File: src/rtl/acs_consts.svh
`ifndef ACS_CONSTS_SVH
`define ACS_CONSTS_SVH

// Register byte addresses
`define ACS_ADDR_CTRL      32'h4006_8090
`define ACS_ADDR_CFG       32'h4006_8094
`define ACS_ADDR_STAT      32'h4006_8098
`define ACS_ADDR_MASK      32'h4006_809c
`define ACS_ADDR_IRQ_STAT  32'h4006_808c
`define ACS_ADDR_IRQ_MASK  32'h4006_80f0

// Control bits
`define ACS_CTRL_START     0
`define ACS_CTRL_RESTART   1
`define ACS_CTRL_STALL     2
`define ACS_CTRL_IRQ_EN    3

// Status bits
`define ACS_STAT_CONV      0
`define ACS_STAT_STALLED   1
`define ACS_STAT_BUSY      2

// Interrupt status and mask bits
`define ACS_IRQ_CONV_DONE  0
`define ACS_IRQ_SEQ_DONE   1

// Field values
`define ACS_INTERVAL_SINGLE 8'hff
`define ACS_LAST_CHANNEL    5'h1d
`define ACS_RESET_WORD      32'h0000_0000

// Cycles of pclk per interval unit
`define ACS_TICK_CYCLES    16'h0001
`endif

File: src/rtl/acs_pkg.sv
package acs_pkg;

  typedef enum logic [5:0] {
    ACS_ST_IDLE  = 6'h01,
    ACS_ST_SCAN  = 6'h02,
    ACS_ST_START = 6'h04,
    ACS_ST_CONV  = 6'h08,
    ACS_ST_GAP   = 6'h10,
    ACS_ST_DONE  = 6'h20
  } acs_fsm_type;

  typedef struct packed {
    logic        start;
    logic [4:0]  chan;
  } acs_adc_req_type;

  typedef struct packed {
    logic        irq_en;
    logic        stall;
    logic [7:0]  interval;
    logic [29:0] chan_mask;
    logic [1:0]  irq_stat;
    logic [1:0]  irq_mask;
  } acs_regs_type;

  typedef struct packed {
    acs_fsm_type     fsm;
    acs_regs_type    regs;
    logic [4:0]      idx;
    logic [7:0]      gap_cnt;
    logic [15:0]     tick_cnt;
    logic            restart_pend;
    acs_adc_req_type adc;
    logic [31:0]     prdata;
    logic            pready;
    logic            pslverr;
  } acs_core_type;

endpackage

File: src/rtl/acs_sequencer.sv
// Register access over APB is this design's own decision.
`timescale 1ns/1ps
`include "acs_consts.svh"

module acs_sequencer
#(
  parameter logic [15:0] TICK_CYCLES = `ACS_TICK_CYCLES
)
(
  input  wire logic                     pclk,      // Peripheral clock
  input  wire logic                     presetn,   // Async reset, low
  input  wire logic                     psel,      // APB select
  input  wire logic                     penable,   // APB enable
  input  wire logic                     pwrite,    // APB direction
  input  wire logic [31:0]              paddr,     // APB byte address
  input  wire logic [31:0]              pwdata,    // APB write data
  output logic      [31:0]              prdata,    // APB read data
  output logic                          pready,    // APB ready
  output logic                          pslverr,   // APB error
  output acs_pkg::acs_adc_req_type      adc_req,   // Start pulse, channel
  input  wire logic                     conv_busy, // Converter busy
  output logic                          irq        // Interrupt level
);

  acs_pkg::acs_core_type q;
  acs_pkg::acs_core_type d;

  // Lowest selected channel at or above a start index
  function automatic logic [5:0] acs_next_chan(
    input logic [29:0] mask,
    input logic [4:0]  from
  );
    logic [5:0] r;
    r = 6'h00;
    for (int i = 29; i >= 0; i--)
    begin
      if (mask[i] && (i >= int'(from)))
      begin
        r = {1'b1, 5'(i)};
      end
    end
    return r;
  endfunction

  function automatic logic acs_hit(
    input logic [31:0] addr,
    input logic [31:0] reg_addr
  );
    return addr == reg_addr;
  endfunction

  logic        acc_first;
  logic        wr_commit;
  logic        wr_ctrl;
  logic        wr_cfg;
  logic        wr_mask;
  logic        wr_irq_stat;
  logic        wr_irq_mask;
  logic        start_req;
  logic        restart_req;
  logic        mapped;
  logic        busy;
  logic        stalled;
  logic        conv_ev;
  logic        seq_ev;
  logic [5:0]  nxt;
  logic [1:0]  irq_clr;
  logic [31:0] rdata;

  assign busy    = q.fsm != acs_pkg::ACS_ST_IDLE;
  assign stalled = q.regs.stall &&
                   (q.fsm == acs_pkg::ACS_ST_SCAN ||
                    q.fsm == acs_pkg::ACS_ST_GAP);
  assign nxt     = acs_next_chan(q.regs.chan_mask, q.idx);

  assign mapped = acs_hit(paddr, `ACS_ADDR_CTRL) ||
                  acs_hit(paddr, `ACS_ADDR_CFG) ||
                  acs_hit(paddr, `ACS_ADDR_STAT) ||
                  acs_hit(paddr, `ACS_ADDR_MASK) ||
                  acs_hit(paddr, `ACS_ADDR_IRQ_STAT) ||
                  acs_hit(paddr, `ACS_ADDR_IRQ_MASK);

  // One wait state so that read data comes from a flip-flop
  assign acc_first   = psel && penable && !q.pready;
  assign wr_commit   = psel && penable && q.pready && pwrite &&
                       !q.pslverr;
  assign wr_ctrl     = wr_commit && acs_hit(paddr, `ACS_ADDR_CTRL);
  assign wr_cfg      = wr_commit && acs_hit(paddr, `ACS_ADDR_CFG);
  assign wr_mask     = wr_commit && acs_hit(paddr, `ACS_ADDR_MASK);
  assign wr_irq_stat = wr_commit && acs_hit(paddr, `ACS_ADDR_IRQ_STAT);
  assign wr_irq_mask = wr_commit && acs_hit(paddr, `ACS_ADDR_IRQ_MASK);
  assign start_req   = wr_ctrl && pwdata[`ACS_CTRL_START];
  assign restart_req = wr_ctrl && pwdata[`ACS_CTRL_RESTART];
  assign irq_clr     = wr_irq_stat ? pwdata[1:0] : 2'h0;

  always_comb
  begin
    rdata = `ACS_RESET_WORD;
    if (acs_hit(paddr, `ACS_ADDR_CTRL))
    begin
      // Start and restart are strobes and always read back as zero
      rdata[`ACS_CTRL_IRQ_EN] = q.regs.irq_en;
      rdata[`ACS_CTRL_STALL]  = q.regs.stall;
    end
    else if (acs_hit(paddr, `ACS_ADDR_CFG))
    begin
      rdata[7:0] = q.regs.interval;
    end
    else if (acs_hit(paddr, `ACS_ADDR_STAT))
    begin
      rdata[`ACS_STAT_BUSY]    = busy;
      rdata[`ACS_STAT_STALLED] = stalled;
      rdata[`ACS_STAT_CONV]    = conv_busy;
    end
    else if (acs_hit(paddr, `ACS_ADDR_MASK))
    begin
      rdata[29:0] = q.regs.chan_mask;
    end
    else if (acs_hit(paddr, `ACS_ADDR_IRQ_STAT))
    begin
      rdata[1:0] = q.regs.irq_stat;
    end
    else if (acs_hit(paddr, `ACS_ADDR_IRQ_MASK))
    begin
      rdata[1:0] = q.regs.irq_mask;
    end
  end

  always_comb
  begin
    d           = q;
    d.adc.start = 1'b0;
    d.pready    = 1'b0;
    d.pslverr   = 1'b0;
    conv_ev     = 1'b0;
    seq_ev      = 1'b0;

    if (acc_first)
    begin
      d.pready  = 1'b1;
      d.pslverr = !mapped;
      d.prdata  = (pwrite || !mapped) ? `ACS_RESET_WORD : rdata;
    end

    if (wr_ctrl)
    begin
      d.regs.irq_en = pwdata[`ACS_CTRL_IRQ_EN];
      d.regs.stall  = pwdata[`ACS_CTRL_STALL];
    end
    if (wr_cfg)
    begin
      d.regs.interval = pwdata[7:0];
    end
    if (wr_mask)
    begin
      d.regs.chan_mask = pwdata[29:0];
    end
    if (wr_irq_mask)
    begin
      d.regs.irq_mask = pwdata[1:0];
    end

    unique case (q.fsm)
      acs_pkg::ACS_ST_IDLE:
      begin
        if (start_req)
        begin
          d.fsm          = acs_pkg::ACS_ST_SCAN;
          d.idx          = 5'h00;
          d.restart_pend = 1'b0;
        end
      end
      acs_pkg::ACS_ST_SCAN:
      begin
        if (restart_req)
        begin
          d.idx = 5'h00;
        end
        else if (!q.regs.stall)
        begin
          if (nxt[5])
          begin
            d.idx       = nxt[4:0];
            d.adc.chan  = nxt[4:0];
            d.adc.start = 1'b1;
            d.fsm       = acs_pkg::ACS_ST_START;
          end
          else
          begin
            d.fsm = acs_pkg::ACS_ST_DONE;
          end
        end
      end
      acs_pkg::ACS_ST_START:
      begin
        // Wait for the converter to take the request; there is no limit,
        // so a converter that never raises busy leaves the sequencer here
        if (restart_req)
        begin
          d.restart_pend = 1'b1;
        end
        if (conv_busy)
        begin
          d.fsm = acs_pkg::ACS_ST_CONV;
        end
      end
      acs_pkg::ACS_ST_CONV:
      begin
        // A running conversion is never cut short; restart acts after it
        if (!conv_busy)
        begin
          conv_ev        = 1'b1;
          d.restart_pend = 1'b0;
          d.fsm          = acs_pkg::ACS_ST_SCAN;
          if (q.restart_pend || restart_req)
          begin
            d.idx = 5'h00;
          end
          else if (q.idx == `ACS_LAST_CHANNEL)
          begin
            d.fsm = acs_pkg::ACS_ST_DONE;
          end
          else
          begin
            d.idx = q.idx + 5'h01;
          end
        end
        else if (restart_req)
        begin
          d.restart_pend = 1'b1;
        end
      end
      acs_pkg::ACS_ST_DONE:
      begin
        // Interval is judged only here, at the end of a whole loop
        seq_ev     = 1'b1;
        d.idx      = 5'h00;
        d.gap_cnt  = q.regs.interval;
        d.tick_cnt = 16'h0000;
        if (q.regs.interval == `ACS_INTERVAL_SINGLE)
        begin
          d.fsm = acs_pkg::ACS_ST_IDLE;
        end
        else if (restart_req || q.regs.interval == 8'h00)
        begin
          d.fsm = acs_pkg::ACS_ST_SCAN;
        end
        else
        begin
          d.fsm = acs_pkg::ACS_ST_GAP;
        end
      end
      acs_pkg::ACS_ST_GAP:
      begin
        if (restart_req || q.gap_cnt == 8'h00)
        begin
          d.fsm = acs_pkg::ACS_ST_SCAN;
        end
        else if (!q.regs.stall)
        begin
          if (q.tick_cnt >= TICK_CYCLES - 16'h0001)
          begin
            d.tick_cnt = 16'h0000;
            d.gap_cnt  = q.gap_cnt - 8'h01;
            // Leave with the last decrement, else each gap is a cycle longer
            if (q.gap_cnt == 8'h01)
            begin
              d.fsm = acs_pkg::ACS_ST_SCAN;
            end
          end
          else
          begin
            d.tick_cnt = q.tick_cnt + 16'h0001;
          end
        end
      end
      default:
      begin
        d.fsm = acs_pkg::ACS_ST_IDLE;
      end
    endcase

    // A new event wins over a clear in the same cycle
    d.regs.irq_stat = (q.regs.irq_stat & ~irq_clr) |
                      {seq_ev, conv_ev};
  end

  always_ff @(posedge pclk or negedge presetn)
  begin
    if (!presetn)
    begin
      q     <= '0;
      q.fsm <= acs_pkg::ACS_ST_IDLE;
    end
    else
    begin
      q <= d;
    end
  end

  assign prdata  = q.prdata;
  assign pready  = q.pready;
  assign pslverr = q.pslverr;
  assign adc_req = q.adc;
  assign irq     = q.regs.irq_en &&
                   |(q.regs.irq_stat & q.regs.irq_mask);

endmodule

File: config.mk
export PLATFORM = sky130hd
export DESIGN_NAME = acs_sequencer
export DESIGN_NICKNAME = d
export VERILOG_FILES = /design/src/rtl/acs_pkg.sv /design/src/rtl/acs_sequencer.sv
export VERILOG_INCLUDE_DIRS = /design/src /design/src/rtl
export SDC_FILE = /design/constraint.sdc
export NUM_CORES = 1
export LEC_CHECK = 0
export BUFFER_PORTS_ARGS = -buffer_cell sky130_fd_sc_hd__buf_4
export CORE_ASPECT_RATIO = 0.7
export CORE_MARGIN = 2
export CORE_UTILIZATION = 51
export DETAILED_ROUTE_END_ITERATION = 10
export GPL_TIMING_DRIVEN = 0
export PLACE_DENSITY = 0.77
export SYNTH_ARGS = -nofsm -noshare
export SYNTH_HDL_FRONTEND = slang
export SYNTH_SLANG_ARGS = --single-unit
File: constraint.sdc
create_clock -name pclk -period 2.7 [get_ports pclk]
set_clock_uncertainty 0.15 [all_clocks]
set_input_delay 0.54 -clock pclk [delete_from_list [all_inputs] [get_ports pclk]]
set_output_delay 0.54 -clock pclk [all_outputs]
set_load 0.02 [all_outputs]
; ---- Yosys cells after proc, flatten, opt, wreduce, memory -nomap -nowiden
; Cells that the tools add are included.
[op_classes]
n_addsub = 3
eq_ne = 30
n_mux = 83
n_bitwise = 6
order_cmp = 31
reduce_logical = 69
[op_table]
columns = operator, count
row1 = two-way mux 6 bit, 47
row2 = "== test 32 x 31 -> 1 bit, second input constant", 6
row3 = "greater-or-equal comparator 5 bit, first input constant", 14
row4 = two-way mux 24 bit, 2
row5 = case mux 24 bit (2 select lines), 1
row6 = logical AND 1 bit, 44
row7 = "greater-or-equal comparator 4 x 5 -> 1 bit, first input constant", 8
row8 = two-way mux 5 bit, 8
row9 = case mux 6 bit (6 select lines), 1
row10 = two-way mux 30 bit, 1
row11 = two-way mux 28 bit, 1
row12 = two-way mux 27 bit, 1
row13 = two-way mux 26 bit, 1
row14 = two-way mux 22 bit, 1
row15 = "greater-or-equal comparator 3 x 5 -> 1 bit, first input constant", 4
row16 = case mux 5 bit (4 select lines), 1
row17 = "adder 16 x 1 -> 16 bit, second input constant", 1
row18 = "greater-or-equal comparator 16 x 1 -> 1 bit, second input constant", 1
row19 = logical NOT 8 bit, 2
row20 = two-way mux 16 bit, 1
row21 = two-way mux 8 bit, 2
row22 = two-way mux 2 bit, 7
row23 = "!= test 2 bit, second input constant", 7
row24 = "greater-or-equal comparator 1 x 5 -> 1 bit, first input constant", 2
row25 = other kinds (35), 58
[word_totals]
ff_bits = 118
elab_cells = 238

; ---- Longest topological paths before layout
[depth]
word_depth = 36
depth_mapped = 12

; ---- Least setup slack after synthesis
; OpenSTA, ideal clock, no wires.
[synth_path]
path_kind = reg2reg
startpoint = register q[65] (netlist name)
endpoint = register q[65] (netlist name)
path_stages_with_launch = 11
t_arrival_ps = 2689
setup_slack_ps = -266
n_path_buf = 1
synth_period_minus_slack_ps = 2966
cell_sequence = dfrtp_1 > buf_4 > inv_1 > ha_1 > nand3b_2 > a221oi_1 > nand4_1 > nor3_2 > a31oi_4 > o21ai_4 > mux2_1
[synth_via]
elab_chain_len = 36
[synth_rtl]
columns = item, line
row1 = from (decl), acs_sequencer.sv:25  ; acs_pkg::acs_core_type q;
row2 = greater-or-equal comparator 5 bit, acs_sequencer.sv:37  ; if (mask[i] && (i >= int'(from)))
row3 = logical AND 1 bit, acs_sequencer.sv:37
row4 = two-way mux 6 bit (30 in a row), acs_sequencer.sv:37
row5 = two-way mux 5 bit, acs_sequencer.sv:181  ; if (nxt[5])
row6 = two-way mux 5 bit, acs_sequencer.sv:179  ; else if (!q.regs.stall)
row7 = two-way mux 5 bit, acs_sequencer.sv:175  ; if (restart_req)
row8 = case mux 5 bit (4 select lines), acs_sequencer.sv:163  ; unique case (q.fsm)
; Several ways; a longest one is shown, not always the timed one. The select of a mux whose other input is x is not followed.
; A chain may end at the register's enable or synchronous reset.

; ---- Final worst setup path
[layout_path]
startpoint = register q[66] (netlist name)
endpoint = register q[65] (netlist name)
; Same word-level chain as after synthesis.

==> impl_results.md <==
* Synth Area in Simple Gates at 19.1%
* Post-layout util at 68.6%
* P_sw at 823 uW
* Period utilisation layout at 108%
* # rows at 33
* FF+latch area at 2550 sq um
* F_max at 344 MHz
* Crit Path Max Fanout at 5
* Main combinational cell family by area after synthesis: compound AO/OA/AOI/OAI gates
* CP required at 2.78 ns
* Detailed-route DRC error count at 0
* Global-route wire length before repair at 29600 um
* Register area share after synthesis at 41.2%
* Post-synth EDFFs at 0
* Via/cell ratio at 6.20
* Drt wl/cell at 19.7 um
* Drt first-iter violations at 643
* Fill cells at 913
* Netlist Area Pre-Place at 6190 sq um
* Setup crit end kind: flip-flop
* Antenna violations before repair at 0
* FF-to-FF path depth at 12
* Hold Vio Cnt, Final at 0
* Worst EP arrival at 2.99 ns
* FF+latch count, synth at 102
* Buffers on Ports at 105
* Outcome: finished with violations
* Failing checks: negative setup slack
* CTS tree: yes
* Comb power frac at 13.8%
* Fin Setup TNS at -0.896 ns
* Vias in the first global route at 5631
* Root Driver: clkbuf_16
* Clk Latency, worst-skew pair at 0.35 ns
* Final Slew Violations at 0
* Initial Util at 52.6%
* Syn avg cell area at 9.56 sq um
* Mux contribution to synthesized area at 8.85%
* Library cells used by synthesis at 79
* Final antenna-violating net count at 0
* Area of the multi-input gates at 3410 sq um
* Number of detailed-route iterations in the first pass at 6
* Net count, final at 872
* I/O Pins at 111
* Clock sink total at 102
* Die H at 96.2 um
* Critical path launch point type: flip-flop
* Post-route minimum period at 2.90 ns
* Setup violators final at 7
* Pin count of the biggest net entering global routing at 103
* R2R setup slack at -0.20 ns
* Die width at 136 um
* Pwr/cell area at 426 nW/um^2
* N_diodes at 0
* Internal at 2.62 mW
* Final hold slack at 0.115 ns
* Area delta synth->final at 30.4%
* TritonCTS Buffers at 9
* Slowest-stage cell, CP: dfrtp_1
* Core ar. at 11800 sq um
* Clock Pin Slew Worst Setup and Hold Paths at 0.07 ns
* Synth Area in XOR/XNOR at 0.141%
* Worst slew margin at 37.7%
* Worst slack, placed at -0.513 ns
* Synthesized instance count at 648
* DR vias at 5937
* R2r endpoint: q[65]
* RSZ-0062 raised after global routing: true
* CTS hold repair buffers at 0
* Synth Area in Compound Gates at 20.8%
* Async SR Flop Fraction at 100%
* Layout cells sized above 1 at 38.2%
* Routed WL at 18800 um
* Most used flip-flop cell after synthesis: dfrtp_1
* Sequential power share at 44.8%
* CTS H-Tree Depth at 3
* Measured slew at the worst slew-check pin at 0.934 ns
* Crit path launch: q[66]
* CP peak stage delay at 0.41 ns
* Worst hold-check path type: in -> async
* Max Buffers Root-to-Sink at 2
* Placed wire-length estimate at 13200 um
* Sw Ratio at 23.9%
* Congestion Overflow GR at 0
* Gpl congestion at 0.953
* Number of max-cap violations at 0
* Final Worst Setup Slack at -0.203 ns
* Crit path capture: q[65]
* Peak VDD IR at 303 uV
* Total Routing Usage GR at 29.3%
* Crit Path Class: reg -> reg
* R2R Path Start: q[66]
* CP cell instances: buf_6 -> buf_8 -> inv_6 -> ha_4 -> o21bai_4 -> maj3_2 -> o221ai_2 -> a21boi_2 -> and3_4 -> o41a_1 -> a22o_1 -> mux2_4
* Die Area at 13100 sq um
* Adder-cell share of the synthesized area at 1.37%
* Leak Pwr at 3.77 nW
* Synth warn at 0
* Clock Power Share at 41.4%
layout by cell type (no fill, tap or decap), drive strengths merged, types with 4 or more instances in the layout:
cell / n
ha: 6
nor3b: 5
nand4: 10
nand3: 17
nand3b: 7
o22ai: 4
o31ai: 4
o21ai: 54
nor4b: 7
a22oi: 11
clkbuf: 28
nor2b: 10
nor4: 17
and3: 5
o211ai: 6
and2: 4
nand2: 45
nor3: 18
or3: 5
dfrtp: 101
mux2: 46
nor2: 41
nand2b: 4
a21oi: 36
or2: 6
a211oi: 7
nand4b: 5
buf: 187
inv: 23
a22o: 26
final cells by class:
cell class | instances | area share, %
Inverter | 23 | 1.16
Tap cell | 157 | 2.43
Multi-Input combinational cell | 456 | 42.2
Sequential cell | 102 | 31.6
Timing Repair Buffer | 137 | 13.1
Clock buffer | 11 | 3.01
Buffer | 67 | 5.50
Clock inverter | 5 | 1.02
state kept, by name, summed over array words and instances, names as in the netlist:
register,flops
q,64
prdata,30
pready,1
adc_req,6
pslverr,1
metal layers:
metal / part of all wire [%] / track usage [%] / routed length, um / vias to the layer above
li1: - / - / - / 2681
met1: 46 / 44.5 / 8740 / 2937
met2: 43 / 42.0 / 8110 / 297
met3: 9.5 / 6.85 / 1800 / 22
met4: 1.0 / 7.03 / 194 / 0
met5: 0 / 0 / 0 / -
per-stage QoR:
| step | instance area [sq um] | instances | power, mW |
|---|---|---|---|
| final | 8080 | 958 | 3.44 |
| after global routing | 8080 | 958 | 3.55 |
| after CTS | 7890 | 951 | 3.41 |
| after detailed placement | 7270 | 911 | 1.91 |
| after global placement | 7270 | 911 | 1.91 |
| after floorplan | 6290 | 649 | 1.74 |
power groups by stage:
stage	Combinational (mW)	Clock (mW)	Sequential [mW]
after global placement	0.333	0	1.57
after detailed placement	0.337	0	1.57
final	0.473	1.42	1.54
after global routing	0.501	1.51	1.54
after floorplan	0.167	0	1.57
after CTS	0.433	1.44	1.54
worst max-delay path: cells and delay by family (launching register included):
kind / cells / cell delay, ns
buffers and inverters: 3 / 0.31
adder cells (fa/ha/maj): 2 / 0.40
flip-flops: 1 / 0.41
AND/OR/NAND/NOR: 1 / 0.17
AO/OA/AOI/OAI: 5 / 1.07
multiplexers: 1 / 0.26
what timing repair did:
| action | CTS | global route |
|---|---|---|
| pin swaps | 16 | 12 |
| setup endpoints to repair | 21 | 72 |
| buffers inserted | 24 | 8 |
| hold endpoints to repair | 0 | 0 |
| gates resized for setup | 24 | 26 |
worst min-delay path by stage:
| stage | startpoint | endpoint | slack [ns] | cells after the start |
|---|---|---|---|---|
| after floorplan | presetn | adc_req[0] | 0.09 | 0 |
| after global placement | adc_req[2] | adc_req[2] | 0.32 | 2 |
| after detailed placement | prdata[4] | prdata[4] | 0.32 | 2 |
| after CTS | pwdata[10] | q[84] | 0.26 | 2 |
| after global routing | presetn | prdata[16] | 0.21 | 1 |
| final | presetn | q[90] | 0.12 | 1 |
synth_stat cells, types with 4 or more instances:
| cell type | n | area, sq um |
|---|---|---|
| dfrtp_1 | 101 | 2530 |
| nand2_1 | 45 | 169 |
| o21ai_0 | 45 | 225 |
| mux2_2 | 44 | 495 |
| buf_4 | 42 | 315 |
| nor2_1 | 41 | 154 |
| a21oi_1 | 36 | 180 |
| a22o_1 | 26 | 228 |
| inv_1 | 22 | 82.6 |
| clkbuf_1 | 17 | 63.8 |
| nand3_1 | 17 | 85.1 |
| nor3_1 | 15 | 75.1 |
| nor4_1 | 13 | 81.3 |
| a22oi_1 | 11 | 82.6 |
| nand4_1 | 10 | 62.6 |
| nor2b_1 | 10 | 62.6 |
| o21ai_1 | 8 | 40.0 |
| a211oi_1 | 7 | 52.6 |
| buf_2 | 7 | 35.0 |
| nor4b_1 | 7 | 61.3 |
| ha_1 | 6 | 75.1 |
| nand3b_1 | 6 | 45.0 |
| o211ai_1 | 6 | 45.0 |
| and3_1 | 5 | 31.3 |
| or3_1 | 5 | 31.3 |
| nand2b_1 | 4 | 25.0 |
| nand4b_1 | 4 | 35.0 |
| nor3b_1 | 4 | 30.0 |
| o22ai_1 | 4 | 25.0 |
logic make-up after synthesis:
logic type | after synthesis
AO/OA/AOI/OAI | 187
XOR/XNOR | 1
adder cells (fa/ha/maj) | 7
buffers and inverters | 91
flip-flops | 102
multiplexers | 49
other | 1
AND/OR/NAND/NOR | 210
(Power assumes the default switching activity.)
